**config.mk**
```make
export PLATFORM = sky130hd
export DESIGN_NAME = timer_event_standby_ctrl
export DESIGN_NICKNAME = d
export VERILOG_FILES = /design/src/tmr_pkg.sv /design/src/timer_event_standby_ctrl.sv
export SDC_FILE = /design/constraint.sdc
export NUM_CORES = 1
export LEC_CHECK = 0
export ABC_AREA = 1
export BUFFER_PORTS_ARGS = -buffer_cell sky130_fd_sc_hd__buf_2
export CAP_MARGIN = 10
export CORE_MARGIN = 2
export CORE_UTILIZATION = 45
export DETAILED_ROUTE_END_ITERATION = 12
export GPL_ROUTABILITY_DRIVEN = 0
export PLACE_DENSITY = 0.71
export SYNTH_ARGS = -nofsm -noshare
export SYNTH_HDL_FRONTEND = slang
export SYNTH_SLANG_ARGS = --single-unit
```
**constraint.sdc**
```tcl
create_clock -name clk_i -period 1.9 [get_ports clk_i]
set_clock_uncertainty 0.05 [all_clocks]
set_input_delay 0.38 -clock clk_i [delete_from_list [all_inputs] [get_ports clk_i]]
set_output_delay 0.38 -clock clk_i [all_outputs]
set_load 0.05 [all_outputs]
```
**src/tmr_pkg.sv**
```systemverilog
// Shared constants and types for the timer, test flags and standby control
package tmr_pkg;
   // Register byte offsets
   localparam logic [7:0] OFF_MODE = 8'h00;
   localparam logic [7:0] OFF_CMD = 8'h04;
   localparam logic [7:0] OFF_COUNT = 8'h08;
   localparam logic [7:0] OFF_REQTEST = 8'h0c;
   localparam logic [7:0] OFF_STATUS = 8'h10;
   // Port/mode write: data[3:0] is the accumulator, data[7:4] selects target
   localparam int MODE_A_LSB = 0;
   localparam int MODE_L_LSB = 4;
   localparam logic [3:0] L_CLKMODE = 4'hc;
   localparam logic [3:0] L_EXTEN = 4'hf;
   localparam int EXTEN_BIT = 3;
   localparam int CS_LSB = 1;
   // Command register bits
   localparam int CMD_TSTART_BIT = 0;
   localparam int CMD_HALT_BIT = 1;
   localparam int CMD_STOP_BIT = 2;
   // Clock select encodings
   localparam logic [1:0] CS_DIV256 = 2'h0;
   localparam logic [1:0] CS_EVENT = 2'h1;
   localparam logic [1:0] CS_DIV32 = 2'h2;
   localparam logic [1:0] CS_DIV4 = 2'h3;
   // Prescaler taps and reset values
   localparam logic [7:0] TAP_DIV4 = 8'h03;
   localparam logic [7:0] TAP_DIV32 = 8'h1f;
   localparam logic [7:0] TAP_DIV256 = 8'hff;
   localparam logic [7:0] PRESC_RST = 8'h00;
   localparam logic [7:0] CNT_RST = 8'h00;
   localparam logic [7:0] CNT_MAX = 8'hff;
   localparam logic [1:0] CS_RST = CS_DIV256;
   typedef struct packed {
      logic ext;
      logic tmr;
   } req_flags_s;
   typedef enum logic [1:0] {ST_RUN, ST_HALT, ST_STOP} standby_e;
endpackage
```
**src/timer_event_standby_ctrl.sv**
```systemverilog
// Timer/event counter, test request flags and standby control, Wishbone
`timescale 1ns/1ps
module timer_event_standby_ctrl
   import tmr_pkg::*;
(
   input wire logic clk_i,              // System clock
   input wire logic rst_i,              // Synchronous reset, active high
   input wire logic [7:0] adr_i,        // Wishbone byte address
   input wire logic [31:0] dat_i,       // Wishbone write data
   output logic [31:0] dat_o,           // Wishbone read data
   input wire logic we_i,               // Wishbone write enable
   input wire logic [3:0] sel_i,        // Wishbone byte selects
   input wire logic cyc_i,              // Wishbone cycle
   input wire logic stb_i,              // Wishbone strobe
   output logic ack_o,                  // Wishbone acknowledge
   input wire logic event_input_pin_i,  // External event pulses
   input wire logic ext_test_input_i,   // External test request input
   output logic cpu_clk_o,              // CPU clock, system clock / 2 in run, held in halt and stop
   output logic osc_run_o,              // Oscillator enable, low in stop
   output logic core_reset_o,           // Core reset: PC, skip flags, ports
   output logic halted_o,               // Halt mode active
   output logic stopped_o               // Stop mode active
);

   // Bus group
   logic ack_r, ack_nxt;
   logic [31:0] dat_r, dat_nxt;
   logic req, acc;
   logic [1:0] clk_sel_r, clk_sel_nxt;
   logic ext_input_enable_r, ext_input_enable_nxt;
   // Synchroniser group
   logic [2:0] ev_sync_r, ev_sync_nxt;
   logic [2:0] tst_sync_r, tst_sync_nxt;
   logic ev_edge, tst_edge;
   // Count group
   logic [7:0] presc_r, presc_nxt;
   logic [7:0] cnt_r, cnt_nxt;
   logic pend_r, pend_nxt;
   logic count_pulse, inc, read_hold, tstart, timer_overflow_event;
   // Flag group
   req_flags_s flags_r, flags_nxt, flags_clr;
   logic any_flag;
   // Standby group
   standby_e state_r, state_nxt;
   logic rst_seen_r, rst_seen_nxt;
   logic cpu_clk_r, cpu_clk_nxt;
   logic halt_cmd, stop_cmd;

   function automatic logic wr_hit(input logic [7:0] off);
      wr_hit = acc && we_i && sel_i[0] && adr_i == off;
   endfunction

   // Effects land on the edge where ack is high, as the master samples it
   assign req = cyc_i && stb_i;
   assign acc = req && ack_r;
   assign tstart = wr_hit(OFF_CMD) && dat_i[CMD_TSTART_BIT];
   assign halt_cmd = wr_hit(OFF_CMD) && dat_i[CMD_HALT_BIT];
   assign stop_cmd = wr_hit(OFF_CMD) && dat_i[CMD_STOP_BIT];
   // Hold spans the whole read so the sampled value cannot tear
   assign read_hold = req && !we_i && adr_i == OFF_COUNT;

   always_comb begin
      ack_nxt = req && !ack_r;
      dat_nxt = dat_r;
      clk_sel_nxt = clk_sel_r;
      ext_input_enable_nxt = ext_input_enable_r;
      if (req && !ack_r) begin
         dat_nxt = '0;
         case (adr_i)
            OFF_MODE: begin
               dat_nxt[EXTEN_BIT] = ext_input_enable_r;
               dat_nxt[CS_LSB+:2] = clk_sel_r;
            end
            OFF_COUNT: dat_nxt[7:0] = cnt_r;
            OFF_REQTEST: begin
               dat_nxt[1:0] = flags_r;
               dat_nxt[2] = any_flag;
            end
            OFF_STATUS: begin
               dat_nxt[0] = state_r == ST_HALT;
               dat_nxt[1] = state_r == ST_STOP;
               dat_nxt[2] = rst_seen_r;
            end
            default: dat_nxt = '0;
         endcase
      end
      if (wr_hit(OFF_MODE)) begin
         // Bit 0 of the accumulator is left for software to keep zero
         if (dat_i[MODE_L_LSB+:4] == L_CLKMODE) begin
            clk_sel_nxt = dat_i[MODE_A_LSB+CS_LSB+:2];
         end
         if (dat_i[MODE_L_LSB+:4] == L_EXTEN) begin
            ext_input_enable_nxt = dat_i[MODE_A_LSB+EXTEN_BIT];
         end
      end
   end

   always_ff @(posedge clk_i) begin
      if (rst_i) begin
         ack_r <= 1'b0;
         dat_r <= '0;
         clk_sel_r <= CS_RST;
         ext_input_enable_r <= 1'b0;
      end else begin
         ack_r <= ack_nxt;
         dat_r <= dat_nxt;
         clk_sel_r <= clk_sel_nxt;
         ext_input_enable_r <= ext_input_enable_nxt;
      end
   end

   assign ack_o = ack_r;
   assign dat_o = dat_r;

   // Stage 0 feeds only stage 1; edges are taken from stages 1 and 2
   always_comb begin
      ev_sync_nxt = {ev_sync_r[1:0], event_input_pin_i};
      tst_sync_nxt = {tst_sync_r[1:0], ext_test_input_i};
   end

   assign ev_edge = ev_sync_r[1] && !ev_sync_r[2];
   assign tst_edge = tst_sync_r[1] && !tst_sync_r[2];

   always_ff @(posedge clk_i) begin
      if (rst_i) begin
         ev_sync_r <= '0;
         tst_sync_r <= '0;
      end else begin
         ev_sync_r <= ev_sync_nxt;
         tst_sync_r <= tst_sync_nxt;
      end
   end

   // Prescaler chain and pulse selection run in halt, freeze in stop
   always_comb begin
      case (clk_sel_r)
         CS_DIV256: count_pulse = presc_r == TAP_DIV256;
         CS_EVENT: count_pulse = ev_edge;
         CS_DIV32: count_pulse = presc_r[4:0] == TAP_DIV32[4:0];
         CS_DIV4: count_pulse = presc_r[1:0] == TAP_DIV4[1:0];
         default: count_pulse = 1'b0;
      endcase
      if (state_r == ST_STOP) begin
         count_pulse = 1'b0;
      end
   end

   // A pulse arriving during a read is deferred, not dropped
   assign inc = !read_hold && (count_pulse || pend_r);
   assign timer_overflow_event = inc && cnt_r == CNT_MAX;

   always_comb begin
      presc_nxt = presc_r;
      if (state_r != ST_STOP) begin
         presc_nxt = presc_r + 8'h01;
      end
      pend_nxt = read_hold && (pend_r || count_pulse);
      cnt_nxt = cnt_r;
      if (inc) begin
         cnt_nxt = cnt_r + 8'h01;
      end
      if (tstart) begin
         cnt_nxt = CNT_RST;
         pend_nxt = 1'b0;
      end
   end

   always_ff @(posedge clk_i) begin
      if (rst_i) begin
         presc_r <= PRESC_RST;
         cnt_r <= CNT_RST;
         pend_r <= 1'b0;
      end else begin
         presc_r <= presc_nxt;
         cnt_r <= cnt_nxt;
         pend_r <= pend_nxt;
      end
   end

   // A read clears only the flags software saw, a timer start also clears tmr; new sets always win
   always_comb begin
      flags_clr = '0;
      if (acc && !we_i && adr_i == OFF_REQTEST) begin
         flags_clr = dat_r[1:0];
      end
      flags_clr.tmr = flags_clr.tmr || tstart;
      flags_nxt = flags_r & ~flags_clr;
      if (timer_overflow_event) begin
         flags_nxt.tmr = 1'b1;
      end
      if (tst_edge && ext_input_enable_r) begin
         flags_nxt.ext = 1'b1;
      end
   end

   assign any_flag = flags_r.ext || flags_r.tmr;

   always_ff @(posedge clk_i) begin
      if (rst_i) begin
         flags_r <= '0;
      end else begin
         flags_r <= flags_nxt;
      end
   end

   // Standby control; memory is outside this block and untouched by it
   always_comb begin
      state_nxt = state_r;
      rst_seen_nxt = 1'b0;
      if (rst_seen_r) begin
         state_nxt = ST_RUN;
      end else begin
         case (state_r)
            ST_RUN: begin
               if (stop_cmd && !any_flag) begin
                  state_nxt = ST_STOP;
               end else if (halt_cmd && !any_flag) begin
                  state_nxt = ST_HALT;
               end
            end
            ST_HALT: begin
               if (any_flag) begin
                  state_nxt = ST_RUN;
               end
            end
            ST_STOP: state_nxt = ST_STOP;
            default: state_nxt = ST_RUN;
         endcase
      end
      cpu_clk_nxt = cpu_clk_r;
      if (state_r == ST_RUN) begin
         cpu_clk_nxt = !cpu_clk_r;
      end
   end

   always_ff @(posedge clk_i) begin
      if (rst_i) begin
         // Reset holds halt and restarts the oscillator; memory kept
         state_r <= ST_HALT;
         rst_seen_r <= 1'b1;
         cpu_clk_r <= 1'b0;
      end else begin
         state_r <= state_nxt;
         rst_seen_r <= rst_seen_nxt;
         cpu_clk_r <= cpu_clk_nxt;
      end
   end

   assign cpu_clk_o = cpu_clk_r;
   assign osc_run_o = state_r != ST_STOP;
   assign core_reset_o = rst_seen_r;
   assign halted_o = state_r == ST_HALT;
   assign stopped_o = state_r == ST_STOP;
endmodule

```
==> flow_metrics.tcl, run 1 <==
set metrics [dict create \
    fmax_mhz 587 \
    cts_tree "done" \
    stdcell_area_um2 2570 \
    numCtsBuffers 5 \
    fin_crit_sh_pct 89.6 \
    hpwl_mm 3.52 \
    pwr-share-comb_pct 16.7 \
    path_clk_slew_ns 0.07 \
    vias_per_cell 4.67 \
    die-area_um2 5590 \
    antenna_found_initial 0 \
    hold_path_class "input port to flop" \
    cap_violations 0 \
    cts_max_level 2 \
    postCtsSetupBuffers 0 \
    grt_setup_unrepaired "false" \
    wirelength_mm 4.67 \
    intPower_w 0.00139 \
    ant_nets 0 \
    fin_crit_ns 1.70 \
    crit_path_start_kind "flop" \
    drv_slew 0 \
    drt_iter0_drc 83 \
    placed_area_um2 2430 \
    arrival_ns 1.83 \
    p_sw_w 0.000573 \
    grt_max_degree 21 \
    clkPwrFrac_pct 37.1 \
    cellPowerDensity_nw_per_um2 764 \
    crit_type "flop to flop" \
    cp_max_fo 8 \
    diodes 0 \
    cts_buffer_depth 2 \
    yosys_warnings 0 \
    stdcell_count 430 \
    p_seq_share_pct 46.2 \
    port_buffers 37 \
    layout-drive-gt1-share_pct 19.3 \
    dp.cells 421 \
    syn_inst 319 \
    utilization_pct 53.6 \
    clk_root_buffer_cell "clkbuf_8" \
    critPathRequiredTime_ns 2.03 \
    syn-mean-instance-area_um2 7.06 \
    area.growth.synth_to_final_pct 13.9 \
    drcViolationCount 0 \
    io_pins 89 \
    ys_seq_elements 41 \
    synth_cell_type_count 32 \
    p_sw_share_pct 29.3 \
    clk_latency_ns 0.30 \
    setup_violations 0 \
    core_area_um2 4790 \
    hold_viol 0 \
    power_leakage_nw 1.19 \
    track_usage_pct 17.3 \
    dr.pass1.iters 4 \
    wire_per_inst_um 10.9 \
    die-width_um 74.7 \
    yosysSeqAreaShare_pct 36.4 \
    nets 416 \
    fin_tns_setup_ns 0 \
    rows 25 \
    status "finished, final reports clean" \
    grt_pass1_wl_mm 7.36 \
    crit_path_end_kind "flop" \
    cts_sinks 41 \
    grt_pass1_vias 1671 \
    syn-cell-area_um2 2250 \
    overflow 0 \
    max-vdd-ir-drop_v 0.000462 \
    num_vias 2008 \
    start_util_pct 47.1 \
    die_h_um 74.7 \
]
==> flip-flops by register name, summed over array words and instances, names as in the netlist <==
name and cells:
state_r 2, ev_sync_r 3, ack_o 1, dat_o 8
cnt_r 8, pend_r 1, flags_r 2, core_reset_o 1
tst_sync_r 3, clk_sel_r 2, cpu_clk_o 1, ext_input_enable_r 1
presc_r 8
==> area by class of cell <==
type | instances | area [um2]
Fill cell | 501 | 2220
Inverter | 43 | 161
Clock buffer | 7 | 86.3
Timing Repair Buffer | 41 | 215
Clock inverter | 1 | 30.0
Sequential cell | 41 | 822
Tap cell | 67 | 83.8
Multi-Input combinational cell | 230 | 1170
==> critical path, stage by stage, from the launching register on <==
cell and delay, ns:
dfxtp_1 0.34, ha_1 0.17, nand2_1 0.08, nor2_1 0.09, ha_1 0.14, inv_1 0.04
nor2_1 0.07, nor2_1 0.05, nor2_1 0.12, nand2_2 0.10, nand2_4 0.13, nand2_4 0.09
nand2_1 0.07, a21oi_1 0.05
==> power groups by stage <==
stage	clock network [W]	logic [W]	registers, W
2_1_floorplan	0	0.000246	0.000971
3_3_place_gp	0	0.000324	0.000924
3_5_place_dp	0	0.000328	0.000924
4_1_cts	0.000742	0.000328	0.000904
5_1_grt	0.000775	0.000356	0.000908
6_report	0.000727	0.000328	0.000905
==> stage by stage <==
step | hold slack, ns | power, W | worst slack, ns
2_1_floorplan | 0.338 | 0.00122 | 0.237
3_5_place_dp | 0.346 | 0.00125 | 0.120
3_3_place_gp | 0.341 | 0.00125 | 0.124
5_1_grt | 0.252 | 0.00204 | 0.000883
6_report | 0.235 | 0.00196 | 0.197
4_1_cts | 0.226 | 0.00197 | 0.0953
==> routing by layer <==
layer | routed length (um) | GRT usage, %
met3 | 245 | 3.61
met2 | 2150 | 28.4
met4 | 63 | 6.55
met5 | 0 | 0
met1 | 2200 | 22.3
==> cell usage after synthesis (all sizes together) <==
cell type	count	area, um2
nand3	26	160
ha	3	37.5
or2	1	6.26
nand3b	1	7.51
o21ai	13	65.1
xor2	6	52.6
conb	1	3.75
dfxtp	41	821
nor4	1	6.26
a211oi	2	15.0
buf	26	191
clkbuf	3	11.3
a21oi	23	130
nor3	5	25.0
nand4	5	31.3
nor2	47	210
a31oi	2	12.5
nand2	65	264
inv	43	161
xnor2	3	26.3
and3	1	6.26
o211ai	1	7.51
==> worst paths after layout <==
| check | from | end | slack (ns) | cells after the start |
|---|---|---|---|---|
| max reg2reg | presc_r[0] | cnt_r[7] | 0.20 | 13 |
| min reg2reg | tst_sync_r[0] | tst_sync_r[1] | 0.36 | 2 |
| max | presc_r[0] | cnt_r[7] | 0.20 | 13 |
| min | ext_test_input_i | tst_sync_r[0] | 0.24 | 3 |
==> cells in the final DEF (no fill, tap or decap) <==
cell type / synthesis / final
clkbuf_1: 3 / 1
clkbuf_8: 0 / 6
a21oi_1: 19 / 19
xnor2_1: 3 / 3
nor2_2: 1 / 1
or2_2: 1 / 1
bufinv_16: 0 / 1
nand3_2: 1 / 1
a21oi_2: 4 / 4
buf_2: 0 / 37
buf_4: 25 / 4
inv_2: 3 / 3
a211oi_1: 2 / 2
nand2_1: 61 / 60
nand3_1: 23 / 23
nor2_8: 1 / 1
dfxtp_1: 41 / 40
nand2_4: 2 / 3
nor3_1: 5 / 5
nand3b_1: 1 / 1
nand4_1: 5 / 5
dfxtp_2: 0 / 1
o211ai_1: 1 / 1
nand3_4: 2 / 2
conb_1: 1 / 24
ha_1: 3 / 3
nor4_1: 1 / 1
and3_1: 1 / 1
inv_1: 40 / 40
nor2_1: 43 / 43
nand2_2: 2 / 3
o21ai_0: 13 / 13
a31oi_1: 2 / 2
nor2_4: 2 / 2
xor2_1: 6 / 6
==> cell families (layout without fill, tap and decap cells) <==
| family | count (synthesis) | count (layout) | synth area share, % |
|---|---|---|---|
| other | 1 | 24 | 0.167 |
| XOR/XNOR | 9 | 9 | 3.50 |
| flip-flops | 41 | 41 | 36.4 |
| buffers and inverters | 72 | 92 | 16.2 |
| AND/OR/NAND/NOR | 152 | 153 | 31.8 |
| adder cells (fa/ha/maj) | 3 | 3 | 1.67 |
| AO/OA/AOI/OAI | 41 | 41 | 10.2 |
==> timing repair <==
action | CTS | global route
hold endpoints to repair | 0 | 0
resized for setup | 0 | 3
endpoints found under the setup margin | 0 | 9
hold buffers | 0 | 0
Power figures use the tool's default switching activity.
==> run 2, diff against run 1 <==
--- a/config.mk
+++ b/config.mk
@@ -9,10 +9,10 @@
 export BUFFER_PORTS_ARGS = -buffer_cell sky130_fd_sc_hd__buf_2
 export CAP_MARGIN = 10
 export CORE_MARGIN = 2
-export CORE_UTILIZATION = 45
+export CORE_UTILIZATION = 49
 export DETAILED_ROUTE_END_ITERATION = 12
 export GPL_ROUTABILITY_DRIVEN = 0
-export PLACE_DENSITY = 0.71
+export PLACE_DENSITY = 0.77
 export SYNTH_ARGS = -nofsm -noshare
 export SYNTH_HDL_FRONTEND = slang
 export SYNTH_SLANG_ARGS = --single-unit
==> run 2 against run 1 <==
Against the previous run: non-clock buffer count is 1 higher; fmax is 0.35% lower; core utilization is 4.1 points higher; setup slack worse by 0.0059 ns; largest cell class unchanged.
==> flow_metrics.tcl, run 2 (same netlist as run 1, synthesis figures left out) <==
set metrics [dict create \
    start_util_pct 51.4 \
    cts_buffer_depth 2 \
    crit_path_end_kind "flop" \
    cts_sinks 41 \
    stdcell_count 415 \
    die-width_um 71.8 \
    max-vdd-ir-drop_v 0.000436 \
    rows 24 \
    wl_met1_mm 2.19 \
    vias_per_cell 4.78 \
    die_h_um 71.8 \
    arrival_ns 1.84 \
    clk_root_buffer_cell "clkbuf_8" \
    crit_path_start_kind "flop" \
    core_area_um2 4380 \
    dr_wl_met2_mm 2.13 \
    worstPathCellList "ha_2, nand2_1, nor2_1, ha_1, inv_1, nor2_1, nor2_1, nor2_1, nand2_2, nand2_4, nand2_4, nand2_1, a21oi_1" \
    cpMaxStageDelayCell "dfxtp_2" \
    dr.pass1.iters 4 \
    fmax_mhz 585 \
    cap_violations 0 \
    overflow 0 \
    crit_type "flop to flop" \
    r2r_slack_ns 0.19 \
    area.growth.synth_to_final_pct 12.4 \
    power_leakage_nw 1.17 \
    setup_violations 0 \
    clkPwrFrac_pct 32.1 \
    p_seq_share_pct 49.7 \
    final_cell_mix "60 x nand2_1, 43 x nor2_1, 40 x inv_1, 39 x dfxtp_1, 37 x buf_2" \
    p_sw_w 0.000572 \
    drt_iter0_drc 149 \
    die-area_um2 5150 \
    crit_path_max_incr_delay_ns 0.34 \
    fin_crit_ns 1.71 \
    num_vias 1983 \
    hold_buffers 0 \
    port_buffers 37 \
    p_sw_share_pct 31.4 \
    top_layer_used "met4" \
    nets 417 \
    io_pins 89 \
    pwr-share-comb_pct 18.1 \
    ant_nets 0 \
    wire_per_inst_um 11.1 \
    grt_pass1_vias 1901 \
    cp_common_cell "nor2_1" \
    diodes 0 \
    clk_latency_ns 0.29 \
    wirelength_mm 4.62 \
    hold_viol 0 \
    path_clk_slew_ns 0.08 \
    hpwl_mm 3.45 \
    layout-drive-gt1-share_pct 20.1 \
    numCtsBuffers 5 \
    cts_max_level 2 \
    cp_max_fo 8 \
    antenna_found_initial 0 \
    track_usage_pct 18.8 \
    intPower_w 0.00125 \
    critPathRequiredTime_ns 2.03 \
    dp.cells 406 \
    grt_max_degree 21 \
    setup_slack_ns 0.191 \
    hold_path_class "input port to flop" \
    layout_commonest_cell "nand2_1" \
    dp_slack_ns 0.0776 \
    cellPowerDensity_nw_per_um2 718 \
    drv_slew 0 \
    drcViolationCount 0 \
    cts_tree "done" \
    grt_pass1_wl_mm 7.78 \
    fin_crit_sh_pct 90.0 \
    status "finished, final reports clean" \
    wl_met3_um 244 \
]
run 2: layout make-up:
type / instances / area, um2
Clock buffer: 6 / 82.6
Fill cell: 412 / 1850
Inverter: 43 / 161
Clock inverter: 1 / 7.51
Timing Repair Buffer: 42 / 223
Tap cell: 52 / 65.1
Multi-Input combinational cell: 230 / 1170
Sequential cell: 41 / 823
run 2: through the flow:
stage	total power, W	instance area (um2)	setup TNS [ns]	hold WS, ns	util (%)
2_1_floorplan	0.00122	2340	0	0.338	-
3_3_place_gp	0.00125	2420	0	0.339	55.1
3_5_place_dp	0.00125	2420	0	0.345	55.1
4_1_cts	0.00183	2510	0	0.232	57.2
5_1_grt	0.00189	2530	-0.00531	0.239	57.8
6_report	0.00182	2530	0	0.236	57.8
run 2: routing by layer:
layer  GRT usage, %  up-vias
met5              0        -
met4           5.87        0
met3           4.36        7
met2           32.6       51
met1           23.1      876
li1               -     1049
run 2: power by group through the flow:
stage                     Clock, W  Combinational (W)  Sequential [W]
after floorplan                  0           0.000246        0.000971
after global placement           0           0.000323        0.000924
after detailed placement         0           0.000327        0.000924
after CTS                 0.000600           0.000327        0.000904
after global routing      0.000626           0.000357        0.000908
final                     0.000584           0.000330        0.000905
run 2: worst paths after layout:
check	from	to	depth (start not counted)
worst max-delay path	presc_r[0]	cnt_r[7]	13
worst max register to register	presc_r[0]	cnt_r[7]	13
worst min-delay path	ext_test_input_i	tst_sync_r[0]	3
worst min register to register	tst_sync_r[0]	tst_sync_r[1]	2
run 2: what timing repair did:
| action | in CTS | in global routing |
|---|---|---|
| gates resized for setup | 0 | 5 |
| buffers inserted | 0 | 1 |
| setup endpoints to repair | 0 | 10 |
run 2: critical path, delay by kind of cell, from the launching register on:
family | cells | cell delay, ns
AOI/OAI and AO/OA | 1 | 0.05
adders and majority gates | 2 | 0.31
buffers and inverters | 1 | 0.03
DFF | 1 | 0.34
and+or+nand+nor | 9 | 0.82
